File: src/hdl/schc_pkg.sv
// Constants, register map and carrier types of the sync, clamp and holdover control slice.
`default_nettype none
package schc_pkg;

  // ****************************************************************
  // Register bus and map
  // ****************************************************************
  localparam int ADDR_W = 8;
  localparam int DATA_W = 8;
  localparam logic [7:0] ADDR_RED_TRIM = 8'h0B;
  localparam logic [7:0] ADDR_GREEN_TRIM = 8'h0C;
  localparam logic [7:0] ADDR_BLUE_TRIM = 8'h0D;
  localparam logic [7:0] ADDR_SYNC_CTRL = 8'h0E;
  localparam logic [7:0] ADDR_CLAMP_CTRL = 8'h0F;
  localparam logic [7:0] ADDR_SLICER = 8'h10;
  localparam logic [7:0] ADDR_SEP_THRESH = 8'h11;
  localparam logic [7:0] ADDR_LEAD_LINES = 8'h12;
  localparam logic [7:0] ADDR_TRAIL_LINES = 8'h13;
  localparam logic [7:0] ADDR_SYNC_STATUS = 8'h14;
  localparam logic [7:0] READ_UNMAPPED = 8'h00;

  // ****************************************************************
  // Values after reset
  // ****************************************************************
  localparam logic [7:0] RST_TRIM = 8'h80;
  localparam logic [7:0] RST_SYNC_CTRL = 8'h40;
  localparam logic [7:0] RST_CLAMP_CTRL = 8'h4A;
  localparam logic [7:0] RST_SLICER = 8'h78;
  localparam logic [7:0] RST_SEP_THRESH = 8'h20;
  localparam logic [7:0] RST_LEAD_LINES = 8'h00;
  localparam logic [7:0] RST_TRAIL_LINES = 8'h00;

  // ****************************************************************
  // Field positions
  // ****************************************************************
  localparam int TRIM_MSB = 7;
  localparam int TRIM_LSB = 1;
  localparam logic [6:0] TRIM_NEUTRAL = 7'h10;
  localparam int SC_LPOL_OVR = 7;
  localparam int SC_LPOL_IN = 6;
  localparam int SC_LPOL_OUT = 5;
  localparam int SC_LSRC_OVR = 4;
  localparam int SC_LSRC_SEL = 3;
  localparam int SC_FOUT_NOINV = 2;
  localparam int SC_FSRC_OVR = 1;
  localparam int SC_FSRC_SEL = 0;
  localparam int CC_CLAMP_EXT = 7;
  localparam int CC_CLAMP_LOW = 6;
  localparam int CC_HOLD_FRAME = 5;
  localparam int CC_HPOL_OVR = 4;
  localparam int CC_HPOL_HIGH = 3;
  localparam int CC_SEEK_EN = 2;
  localparam int CC_RUN = 1;
  localparam int SL_CODE_MSB = 7;
  localparam int SL_CODE_LSB = 3;
  localparam int SL_RED_MID = 2;
  localparam int SL_BLUE_MID = 1;

  // ****************************************************************
  // Timing
  // ****************************************************************
  localparam int SYS_CLK_HZ = 125_000_000;
  localparam int SEP_CLK_HZ = 5_000_000;
  localparam int TICK_DIV = SYS_CLK_HZ / SEP_CLK_HZ;
  localparam logic [4:0] TICK_LAST = 5'(TICK_DIV - 1);
  localparam logic [7:0] INT_CLAMP_CYCLES = 8'h14;
  localparam int ACT_TICKS_DEFAULT = 100000;
  localparam logic [15:0] POL_MID = 16'h8000;

  // Input index inside the per-input monitor.
  localparam int IN_LINE = 0;
  localparam int IN_FRAME = 1;
  localparam int IN_HOLD = 2;
  localparam int IN_SLICER = 3;
  localparam int N_IN = 4;

  // ****************************************************************
  // Carrier types
  // ****************************************************************
  typedef struct packed {
    logic [6:0] red_trim;
    logic [6:0] green_trim;
    logic [6:0] blue_trim;
    logic [2:0] darken;
    logic [4:0] slicer_code;
    logic red_clamp_mid;
    logic blue_clamp_mid;
  } schc_analog_cfg_t;

  typedef struct packed {
    logic line_sync_output;
    logic frame_sync_output;
    logic clamp_active;
    logic holdover_active;
    logic slicer_sync_output;
  } schc_sync_out_t;

  typedef struct packed {
    logic sync_oe;
    logic clock_oe;
    logic data_oe;
  } schc_oe_t;

endpackage
`default_nettype wire

File: src/hdl/schc_top.sv
// Register slice and sync, clamp and holdover control logic of the video front end.
//
// Functional notes
// - Offset trim is bits 7:1; above 10h darkens, below brightens.
// - Line-sync input polarity is detected unless override bit 7 forces bit 6.
// - Forced line-sync input polarity: 0 active low, 1 active high.
// - Line-sync output bit 5: 0 gives high pulse, 1 gives low pulse.
// - Line-sync source follows bit 3 when bit 4 set, else automatic choice.
// - Bit 3 picks pin or slicer; used under override or both active.
// - Frame-sync output bit 2: 0 inverts, 1 passes through.
// - Frame-sync source follows bit 0 when bit 1 set, else automatic.
// - Bit 0 picks frame pin or separator output, only under override.
// - Clamp bit 7: 0 internal line-sync timing, 1 external clamp pin.
// - Clamp pin polarity bit 6: 0 active high, 1 active low.
// - Holdover source bit 5: 0 holdover pin, 1 frame sync.
// - Holdover polarity detected unless bit 4; bit 3 then forces it.
// - Seek bit 2 with idle sync inputs tri-states sync, clock, data outputs.
// - Run bit 1 low powers down: same outputs tri-stated, sync stays alive.
// - Slicer threshold code bits 7:3, 10 mV steps from 10 mV.
// - Separator counts 5 MHz periods to threshold before toggling.
// - Lead register sets lines of holdover before frame sync.
// - Trail register sets lines of holdover after frame sync ends.
// - Status bit 6 reports automatic line-sync source choice.
// - Status bit 3 reports automatic frame-sync source choice.
`default_nettype none
module schc_top #(
  parameter int ACT_TICKS = schc_pkg::ACT_TICKS_DEFAULT
) (
  // Clock and reset
  input wire logic clk_sys,
  input wire logic sys_rst,
  // Register port
  input wire logic [schc_pkg::ADDR_W-1:0] reg_addr,
  input wire logic [schc_pkg::DATA_W-1:0] reg_wdata,
  input wire logic reg_wr,
  input wire logic reg_rd,
  output logic [schc_pkg::DATA_W-1:0] reg_rdata,
  // Sync and control inputs
  input wire logic line_sync_pin,
  input wire logic frame_sync_pin,
  input wire logic green_embedded_sync_input,
  input wire logic clamp_pin,
  input wire logic holdover_pin,
  // Outputs
  output schc_pkg::schc_sync_out_t sync_out,
  output schc_pkg::schc_oe_t out_en,
  output schc_pkg::schc_analog_cfg_t analog_cfg,
  output logic chip_sleep_n
);
  import schc_pkg::*;

  // ****************************************************************
  // Register file
  // ****************************************************************
  logic [7:0] red_dc_offset_trim;
  logic [7:0] green_dc_offset_trim;
  logic [7:0] blue_dc_offset_trim;
  logic [7:0] sync_source_polarity_ctrl;
  logic [7:0] clamp_holdover_power_ctrl;
  logic [7:0] slicer_threshold_clamp_ref;
  logic [7:0] separator_count_threshold;
  logic [7:0] holdover_lead_lines;
  logic [7:0] holdover_trail_lines;
  logic [7:0] sync_status;

  always_ff @(posedge clk_sys)
  begin
    if (sys_rst)
    begin
      red_dc_offset_trim <= RST_TRIM;
      green_dc_offset_trim <= RST_TRIM;
      blue_dc_offset_trim <= RST_TRIM;
      sync_source_polarity_ctrl <= RST_SYNC_CTRL;
      clamp_holdover_power_ctrl <= RST_CLAMP_CTRL;
      slicer_threshold_clamp_ref <= RST_SLICER;
      separator_count_threshold <= RST_SEP_THRESH;
      holdover_lead_lines <= RST_LEAD_LINES;
      holdover_trail_lines <= RST_TRAIL_LINES;
    end
    else if (reg_wr)
    begin
      unique case (reg_addr)
        ADDR_RED_TRIM: red_dc_offset_trim <= reg_wdata;
        ADDR_GREEN_TRIM: green_dc_offset_trim <= reg_wdata;
        ADDR_BLUE_TRIM: blue_dc_offset_trim <= reg_wdata;
        ADDR_SYNC_CTRL: sync_source_polarity_ctrl <= reg_wdata;
        ADDR_CLAMP_CTRL: clamp_holdover_power_ctrl <= reg_wdata;
        ADDR_SLICER: slicer_threshold_clamp_ref <= reg_wdata;
        ADDR_SEP_THRESH: separator_count_threshold <= reg_wdata;
        ADDR_LEAD_LINES: holdover_lead_lines <= reg_wdata;
        ADDR_TRAIL_LINES: holdover_trail_lines <= reg_wdata;
        default: ;
      endcase
    end
  end

  // Unused low bits of the trim and slicer registers read back as written.
  wire logic [7:0] next_rdata;
  assign next_rdata = !reg_rd ? 8'h00 :
    (reg_addr == ADDR_RED_TRIM) ? red_dc_offset_trim :
    (reg_addr == ADDR_GREEN_TRIM) ? green_dc_offset_trim :
    (reg_addr == ADDR_BLUE_TRIM) ? blue_dc_offset_trim :
    (reg_addr == ADDR_SYNC_CTRL) ? sync_source_polarity_ctrl :
    (reg_addr == ADDR_CLAMP_CTRL) ? clamp_holdover_power_ctrl :
    (reg_addr == ADDR_SLICER) ? slicer_threshold_clamp_ref :
    (reg_addr == ADDR_SEP_THRESH) ? separator_count_threshold :
    (reg_addr == ADDR_LEAD_LINES) ? holdover_lead_lines :
    (reg_addr == ADDR_TRAIL_LINES) ? holdover_trail_lines :
    (reg_addr == ADDR_SYNC_STATUS) ? sync_status : READ_UNMAPPED;

  always_ff @(posedge clk_sys)
  begin
    if (sys_rst)
      reg_rdata <= 8'h00;
    else
      reg_rdata <= next_rdata;
  end

  // ****************************************************************
  // Separator time base
  // ****************************************************************
  logic [4:0] tick_cnt;
  wire logic tick;
  assign tick = (tick_cnt == TICK_LAST);

  always_ff @(posedge clk_sys)
  begin
    if (sys_rst || tick)
      tick_cnt <= 5'h00;
    else
      tick_cnt <= tick_cnt + 5'h01;
  end

  // ****************************************************************
  // Input monitors: activity and polarity per input
  // ****************************************************************
  // Polarity is judged by which level dominates: a sync pulse is the short
  // level, so a mostly high input carries active low pulses.
  wire logic [N_IN-1:0] raw_in;
  logic [N_IN-1:0] in_q;
  logic [N_IN-1:0] in_act;
  logic [N_IN-1:0] in_pol_high;
  assign raw_in = {green_embedded_sync_input, holdover_pin, frame_sync_pin, line_sync_pin};

  // Loaded during reset as well, so a pin resting high gives no false edge after it.
  always_ff @(posedge clk_sys)
  begin
    in_q <= raw_in;
  end

  genvar gi;
  generate
    for (gi = 0; gi < N_IN; gi++)
    begin : g_mon
      logic [16:0] idle_cnt;
      logic [15:0] balance;
      wire logic edge_seen;
      assign edge_seen = raw_in[gi] ^ in_q[gi];
      always_ff @(posedge clk_sys)
      begin
        if (sys_rst)
        begin
          idle_cnt <= 17'h00000;
          in_act[gi] <= 1'b0;
          balance <= POL_MID;
        end
        else
        begin
          if (edge_seen)
          begin
            idle_cnt <= 17'h00000;
            in_act[gi] <= 1'b1;
          end
          else if (tick && idle_cnt != 17'(ACT_TICKS))
            idle_cnt <= idle_cnt + 17'h00001;
          else if (idle_cnt == 17'(ACT_TICKS))
            in_act[gi] <= 1'b0;
          if (tick && in_q[gi] && balance != 16'hFFFF)
            balance <= balance + 16'h0001;
          else if (tick && !in_q[gi] && balance != 16'h0000)
            balance <= balance - 16'h0001;
        end
      end
      assign in_pol_high[gi] = (balance < POL_MID);
    end
  endgenerate

  // ****************************************************************
  // Sync separator
  // ****************************************************************
  // The composite sync on green is active low; a low level held past the
  // threshold marks the frame sync, so line pulses narrower than it are ignored.
  logic [7:0] sep_cnt;
  logic sep_out;
  wire logic sog_low;
  assign sog_low = ~in_q[IN_SLICER];

  always_ff @(posedge clk_sys)
  begin
    if (sys_rst)
    begin
      sep_cnt <= 8'h00;
      sep_out <= 1'b0;
    end
    else if (sog_low == sep_out)
      sep_cnt <= 8'h00;
    else if (sep_cnt >= separator_count_threshold)
    begin
      sep_out <= sog_low;
      sep_cnt <= 8'h00;
    end
    else if (tick)
      sep_cnt <= sep_cnt + 8'h01;
  end

  // ****************************************************************
  // Source and polarity selection
  // ****************************************************************
  wire logic line_act;
  wire logic frame_act;
  wire logic slicer_act;
  wire logic auto_line_sync_choice;
  wire logic auto_frame_sync_choice;
  wire logic line_sel;
  wire logic frame_sel;
  wire logic line_pol_high;
  wire logic line_norm;
  wire logic frame_norm;
  assign line_act = in_act[IN_LINE];
  assign frame_act = in_act[IN_FRAME];
  assign slicer_act = in_act[IN_SLICER];
  assign auto_line_sync_choice = (slicer_act && !line_act) ||
    (slicer_act && line_act && sync_source_polarity_ctrl[SC_LSRC_SEL]);
  assign auto_frame_sync_choice = slicer_act && !frame_act;
  assign line_sel = sync_source_polarity_ctrl[SC_LSRC_OVR] ?
    sync_source_polarity_ctrl[SC_LSRC_SEL] : auto_line_sync_choice;
  assign frame_sel = sync_source_polarity_ctrl[SC_FSRC_OVR] ?
    sync_source_polarity_ctrl[SC_FSRC_SEL] : auto_frame_sync_choice;
  assign line_pol_high = sync_source_polarity_ctrl[SC_LPOL_OVR] ?
    sync_source_polarity_ctrl[SC_LPOL_IN] : in_pol_high[IN_LINE];
  assign line_norm = line_sel ? sog_low : (in_q[IN_LINE] ~^ line_pol_high);
  assign frame_norm = frame_sel ? sep_out : (in_q[IN_FRAME] ~^ in_pol_high[IN_FRAME]);

  logic line_d;
  logic frame_d;
  wire logic line_lead;
  wire logic line_trail;
  wire logic frame_lead;
  wire logic frame_trail;
  assign line_lead = line_norm && !line_d;
  assign line_trail = !line_norm && line_d;
  assign frame_lead = frame_norm && !frame_d;
  assign frame_trail = !frame_norm && frame_d;

  always_ff @(posedge clk_sys)
  begin
    if (sys_rst)
    begin
      line_d <= 1'b0;
      frame_d <= 1'b0;
    end
    else
    begin
      line_d <= line_norm;
      frame_d <= frame_norm;
    end
  end

  // ****************************************************************
  // Black-level clamp
  // ****************************************************************
  logic [7:0] clamp_cnt;
  wire logic clamp_next;

  always_ff @(posedge clk_sys)
  begin
    if (sys_rst)
      clamp_cnt <= 8'h00;
    else if (line_trail)
      clamp_cnt <= INT_CLAMP_CYCLES;
    else if (clamp_cnt != 8'h00)
      clamp_cnt <= clamp_cnt - 8'h01;
  end

  assign clamp_next = clamp_holdover_power_ctrl[CC_CLAMP_EXT] ?
    (clamp_pin ^ clamp_holdover_power_ctrl[CC_CLAMP_LOW]) :
    (clamp_cnt != 8'h00);

  // ****************************************************************
  // PLL holdover
  // ****************************************************************
  // The lead window is predicted from the length of the previous frame, so
  // it is only right once one whole frame of stable timing has been seen.
  logic [11:0] line_cnt;
  logic [11:0] frame_len;
  logic [7:0] trail_cnt;
  wire logic lead_zone;
  wire logic hold_pol_high;
  wire logic hold_from_pin;
  wire logic hold_from_frame;
  wire logic hold_next;
  assign lead_zone = (holdover_lead_lines != 8'h00) &&
    ((line_cnt + {4'h0, holdover_lead_lines}) >= frame_len);
  assign hold_pol_high = clamp_holdover_power_ctrl[CC_HPOL_OVR] ?
    clamp_holdover_power_ctrl[CC_HPOL_HIGH] : in_pol_high[IN_HOLD];
  assign hold_from_pin = in_q[IN_HOLD] ~^ hold_pol_high;
  assign hold_from_frame = frame_norm || lead_zone || (trail_cnt != 8'h00);
  assign hold_next = clamp_holdover_power_ctrl[CC_HOLD_FRAME] ?
    hold_from_frame : hold_from_pin;

  always_ff @(posedge clk_sys)
  begin
    if (sys_rst)
    begin
      line_cnt <= 12'h000;
      frame_len <= 12'hFFF;
      trail_cnt <= 8'h00;
    end
    else
    begin
      if (frame_lead)
      begin
        frame_len <= line_cnt;
        line_cnt <= 12'h000;
      end
      else if (line_lead && line_cnt != 12'hFFF)
        line_cnt <= line_cnt + 12'h001;
      if (frame_trail)
        trail_cnt <= holdover_trail_lines;
      else if (frame_lead)
        trail_cnt <= 8'h00;
      else if (line_lead && trail_cnt != 8'h00)
        trail_cnt <= trail_cnt - 8'h01;
    end
  end

  // ****************************************************************
  // Power state and outputs
  // ****************************************************************
  wire logic seek_idle;
  wire logic sleep_next;
  assign seek_idle = clamp_holdover_power_ctrl[CC_SEEK_EN] &&
    !line_act && !frame_act && !slicer_act;
  assign sleep_next = !clamp_holdover_power_ctrl[CC_RUN] || seek_idle;

  always_ff @(posedge clk_sys)
  begin
    if (sys_rst)
    begin
      sync_out <= '0;
      out_en <= '0;
      analog_cfg <= '0;
      chip_sleep_n <= 1'b0;
    end
    else
    begin
      sync_out.line_sync_output <= line_norm ^ sync_source_polarity_ctrl[SC_LPOL_OUT];
      sync_out.frame_sync_output <= frame_norm ^ ~sync_source_polarity_ctrl[SC_FOUT_NOINV];
      sync_out.clamp_active <= clamp_next;
      sync_out.holdover_active <= hold_next;
      sync_out.slicer_sync_output <= in_q[IN_SLICER];
      out_en.sync_oe <= !sleep_next;
      out_en.clock_oe <= !sleep_next;
      out_en.data_oe <= !sleep_next;
      chip_sleep_n <= clamp_holdover_power_ctrl[CC_RUN];
      analog_cfg.red_trim <= red_dc_offset_trim[TRIM_MSB:TRIM_LSB];
      analog_cfg.green_trim <= green_dc_offset_trim[TRIM_MSB:TRIM_LSB];
      analog_cfg.blue_trim <= blue_dc_offset_trim[TRIM_MSB:TRIM_LSB];
      analog_cfg.darken <= {red_dc_offset_trim[TRIM_MSB:TRIM_LSB] > TRIM_NEUTRAL,
        green_dc_offset_trim[TRIM_MSB:TRIM_LSB] > TRIM_NEUTRAL,
        blue_dc_offset_trim[TRIM_MSB:TRIM_LSB] > TRIM_NEUTRAL};
      analog_cfg.slicer_code <= slicer_threshold_clamp_ref[SL_CODE_MSB:SL_CODE_LSB];
      analog_cfg.red_clamp_mid <= slicer_threshold_clamp_ref[SL_RED_MID];
      analog_cfg.blue_clamp_mid <= slicer_threshold_clamp_ref[SL_BLUE_MID];
    end
  end

  // ****************************************************************
  // Status
  // ****************************************************************
  always_ff @(posedge clk_sys)
  begin
    if (sys_rst)
      sync_status <= 8'h00;
    else
      sync_status <= {line_act, auto_line_sync_choice, in_pol_high[IN_LINE], frame_act,
        auto_frame_sync_choice, ~sync_source_polarity_ctrl[SC_FOUT_NOINV], slicer_act,
        hold_pol_high};
  end

endmodule
`default_nettype wire
File: config.mk
export PLATFORM = sky130hd
export DESIGN_NAME = schc_top
export DESIGN_NICKNAME = d
export VERILOG_FILES = /design/src/hdl/schc_pkg.sv /design/src/hdl/schc_top.sv
export SDC_FILE = /design/constraint.sdc
export NUM_CORES = 1
export LEC_CHECK = 0
export ABC_CLOCK_PERIOD_IN_PS = 3560
export BUFFER_PORTS_ARGS = -buffer_cell sky130_fd_sc_hd__buf_2
export CAP_MARGIN = 10
export CORE_ASPECT_RATIO = 0.5
export CORE_MARGIN = 2
export CORE_UTILIZATION = 58
export CTS_BUF_LIST = sky130_fd_sc_hd__clkbuf_4
export DETAILED_ROUTE_END_ITERATION = 10
export PLACE_DENSITY = 0.79
export SLEW_MARGIN = 20
export SYNTH_ARGS = -nofsm -noshare
export SYNTH_HDL_FRONTEND = slang
export SYNTH_SLANG_ARGS = --single-unit
File: constraint.sdc
create_clock -name clk_sys -period 3.56 [get_ports clk_sys]
set_clock_uncertainty 0.15 [all_clocks]
set_input_delay 0 -clock clk_sys [delete_from_list [all_inputs] [get_ports clk_sys]]
set_output_delay 0 -clock clk_sys [all_outputs]
set_load 0.005 [all_outputs]
==> impl_metrics.ini <==
[cts]
cts_buffers = 70
path_clk_slew_ns = 0.07
insertion_delay_ns = 0.78
cts_tree = built
root_buffer = clkbuf_4
post-cts-setup-buffer-count = 0
cts.sinks = 288
h-tree-depth = 3
clockBufferDepth = 3

[sta]
hold_viol_final = 0
slew_violations = 0
finalSetupViolations = 0
period_needed_ns = 3.37
rsz0062_at_grt = yes
max_freq_ghz = 0.296
hold_ws_ns = 0.0605
slew_headroom_pct = 32.9
worst_slew_pin_slew_ns = 1.00
fin_crit_sh_pct = 94.8

[worst_setup_path]
cp.arrival_ns = 3.88
cp_max_fo = 8
r2r_setup_slack_ns = 0.19
crit_type = reg2reg
cp-end-kind = flop
rr_endpoint = g_mon[0].balance[15]
required_ns = 4.07
reg2reg_depth = 14
critPathLaunchType = flop
crit_path_end = g_mon[0].balance[15]
worstSetupStartpoint = tick_cnt[0]
r2r_start = tick_cnt[0]

[detailed_routing]
initialDrtViolationCount = 1235
via_per_inst = 5.80
first_pass_iters = 6
drc = 0
totalWireLength_um = 36700
drt-wirelength-per-cell_um = 16.5
antenna_left = 0
vias = 12900

[power_and_ir_drop]
pwr-share-comb_pct = 11.1
peakVddDrop_mv = 0.216
clkPwrFrac_pct = 40.0
p_switching_mw = 1.94
intPower_mw = 5.07
p_sw_share_pct = 27.7
power_per_cell_area_nw_per_um2 = 413
power_frac_seq_pct = 49.0
leakage_nw = 6.87

[placed_design]
place_congestion = 0.860
place_area_um2 = 15600
dp_hpwl_um = 23800
portBuffers = 72

[cells_and_area]
drive_above_1_share_pct = 15.0
fin_area_um2 = 17000
syn_to_final_growth_pct = 14.5
n_fill_cell = 1950
final_nets = 1954

[synth]
async_reset_ff_share_pct = 0
synthCells = 1692
netlist_area_um2 = 14800
syn-num-nets = 1805
ys_ff_latch = 288
synth_top_cell_area_share_pct = 38.9
seq_area_frac_synth_pct = 38.9
ys_top_cells_by_area = dfxtp_1 39%, ha_1 7.1%, nor2_1 5.4%, mux2i_1 5.2%, a21oi_1 4.2%
yosysTopAreaCell = dfxtp_1
synth-main-ff-cell = dfxtp_1
postSynthAreaPerCell_um2 = 8.76
synth_edf_count = 0
ys_warn_count = 0
synth.most_common_cell = dfxtp_1
synth_commonest_cells = 288 x dfxtp_1, 213 x nor2_1, 139 x nand2_1, 124 x a21oi_1, 84 x ha_1
ys_types = 87

[global_routing]
overflow = 0
grt_max_degree = 66
antenna_found_initial = 2
grt_pass1_wl_um = 58400
grtUsageTotal_pct = 26.8
grt_pass1_vias = 12000

[run]
max_cap_viol_count = 0

[floorplan]
num_rows = 41
dieWidth_um = 230
coreArea_um2 = 25100
num_io_pins = 73
initial_utilization_pct = 59.0
dieHeight_um = 117
die-area_um2 = 26900

[min_path]
hp-class = in2reg

[run_status]
status = finished clean
==> power groups by stage <==
stage	Combinational, mW	Clock, mW	Sequential, mW
after floorplan	0.563	0	3.48
after global placement	0.713	0	3.50
after detailed placement	0.723	0	3.50
after CTS	0.763	2.83	3.43
after global routing	0.855	3.02	3.45
final	0.775	2.80	3.43
==> state kept, by name, indices dropped and copies added (netlist names), 12 cells and up <==
name            cells
g_mon.balance      48
line_cnt           12
frame_len          12
g_mon.idle_cnt     51
analog_cfg         31
==> placed cells by master (no fill, tap or decap), types with 12 or more instances in the layout <==
cell           instances
xor2_1                57
xnor2_1               54
o21ai_0               39
or3_1                 18
o211ai_1              12
nor4_1                19
nand2b_1              13
nor3_1                44
nor2_1               213
mux2i_1               77
nand4_1               33
a21oi_1              122
ha_1                  80
nand3_1               70
dlygate4sd3_1         45
buf_2                 71
and3_1                17
a21o_1                23
buf_4                 33
a211oi_1              13
inv_1                 56
nor2b_1               37
clkbuf_4              93
nand2_1              139
dfxtp_1              286
clkinv_1              13
==> worst min path at each step <==
stage / startpoint / end / depth (start not counted)
floorplan: line_sync_pin / in_q[0] / 0
global placement: frame_sync_pin / in_q[1] / 1
detailed placement: frame_sync_pin / in_q[1] / 1
CTS: reg_wdata[5] / slicer_threshold_clamp_ref[5] / 4
global route: reg_wdata[0] / slicer_threshold_clamp_ref[0] / 4
finish: reg_wdata[5] / slicer_threshold_clamp_ref[5] / 4
==> stage by stage <==
stage / TNS (ns) / power (mW) / utilization [%] / setup slack [ns] / std cells
detailed placement: 0 / 4.23 / 61.9 / 0.0770 / 2067
CTS: 0 / 7.02 / 67.0 / 0.0425 / 2224
floorplan: 0 / 4.04 / - / 0.133 / 1692
global route: -0.0760 / 7.32 / 67.5 / -0.0403 / 2226
finish: 0 / 7.01 / 67.5 / 0.187 / 2226
global placement: 0 / 4.21 / 61.9 / 0.195 / 2067
==> area by class of cell <==
type | count | area, um2 | area share (%)
diodes | 1 | 2.50 | 0.0147
clock buffers | 92 | 691 | 4.07
clock inverters | 20 | 158 | 0.929
inverters | 59 | 221 | 1.30
multi-input cells | 1269 | 8610 | 50.7
flip-flops and latches | 288 | 5770 | 34.0
well taps | 344 | 430 | 2.54
repair buffers | 153 | 1090 | 6.45
==> cells by family after synthesis <==
| kind of cell | count (synthesis) | synth area share [%] |
|---|---|---|
| compound gates | 304 | 13.0 |
| xor+xnor | 111 | 6.56 |
| fa+ha+maj | 88 | 7.63 |
| buf+inv | 135 | 3.75 |
| flops | 288 | 38.9 |
| mux | 87 | 6.56 |
| simple gates | 679 | 23.6 |
==> worst max-delay path, cell delays in order (launching register included) <==
cell	delay (ns)
dfxtp_2	0.34
inv_1	0.06
ha_2	0.19
and4b_2	0.31
buf_6	0.14
nand3_2	0.10
buf_6	0.16
buf_4	0.16
ha_2	0.31
or2_2	0.28
a21oi_1	0.18
a31oi_2	0.07
or4_1	0.49
o211ai_1	0.13
mux2i_1	0.19
==> layer usage <==
layer | up-vias | global-route usage, % | wire length [um]
met5 | - | 0 | 0
met4 | 0 | 10.5 | 868
met3 | 96 | 7.82 | 3180
met2 | 531 | 42.7 | 16500
met1 | 5974 | 34.6 | 16200
li1 | 6307 | - | -
==> timing repair <==
action,4_1_cts,5_1_grt
hold endpoints to repair,228,0
hold buffers,45,0
setup endpoints to repair,0,19
gates resized for setup,0,34
Power figures use the tool's default switching activity.
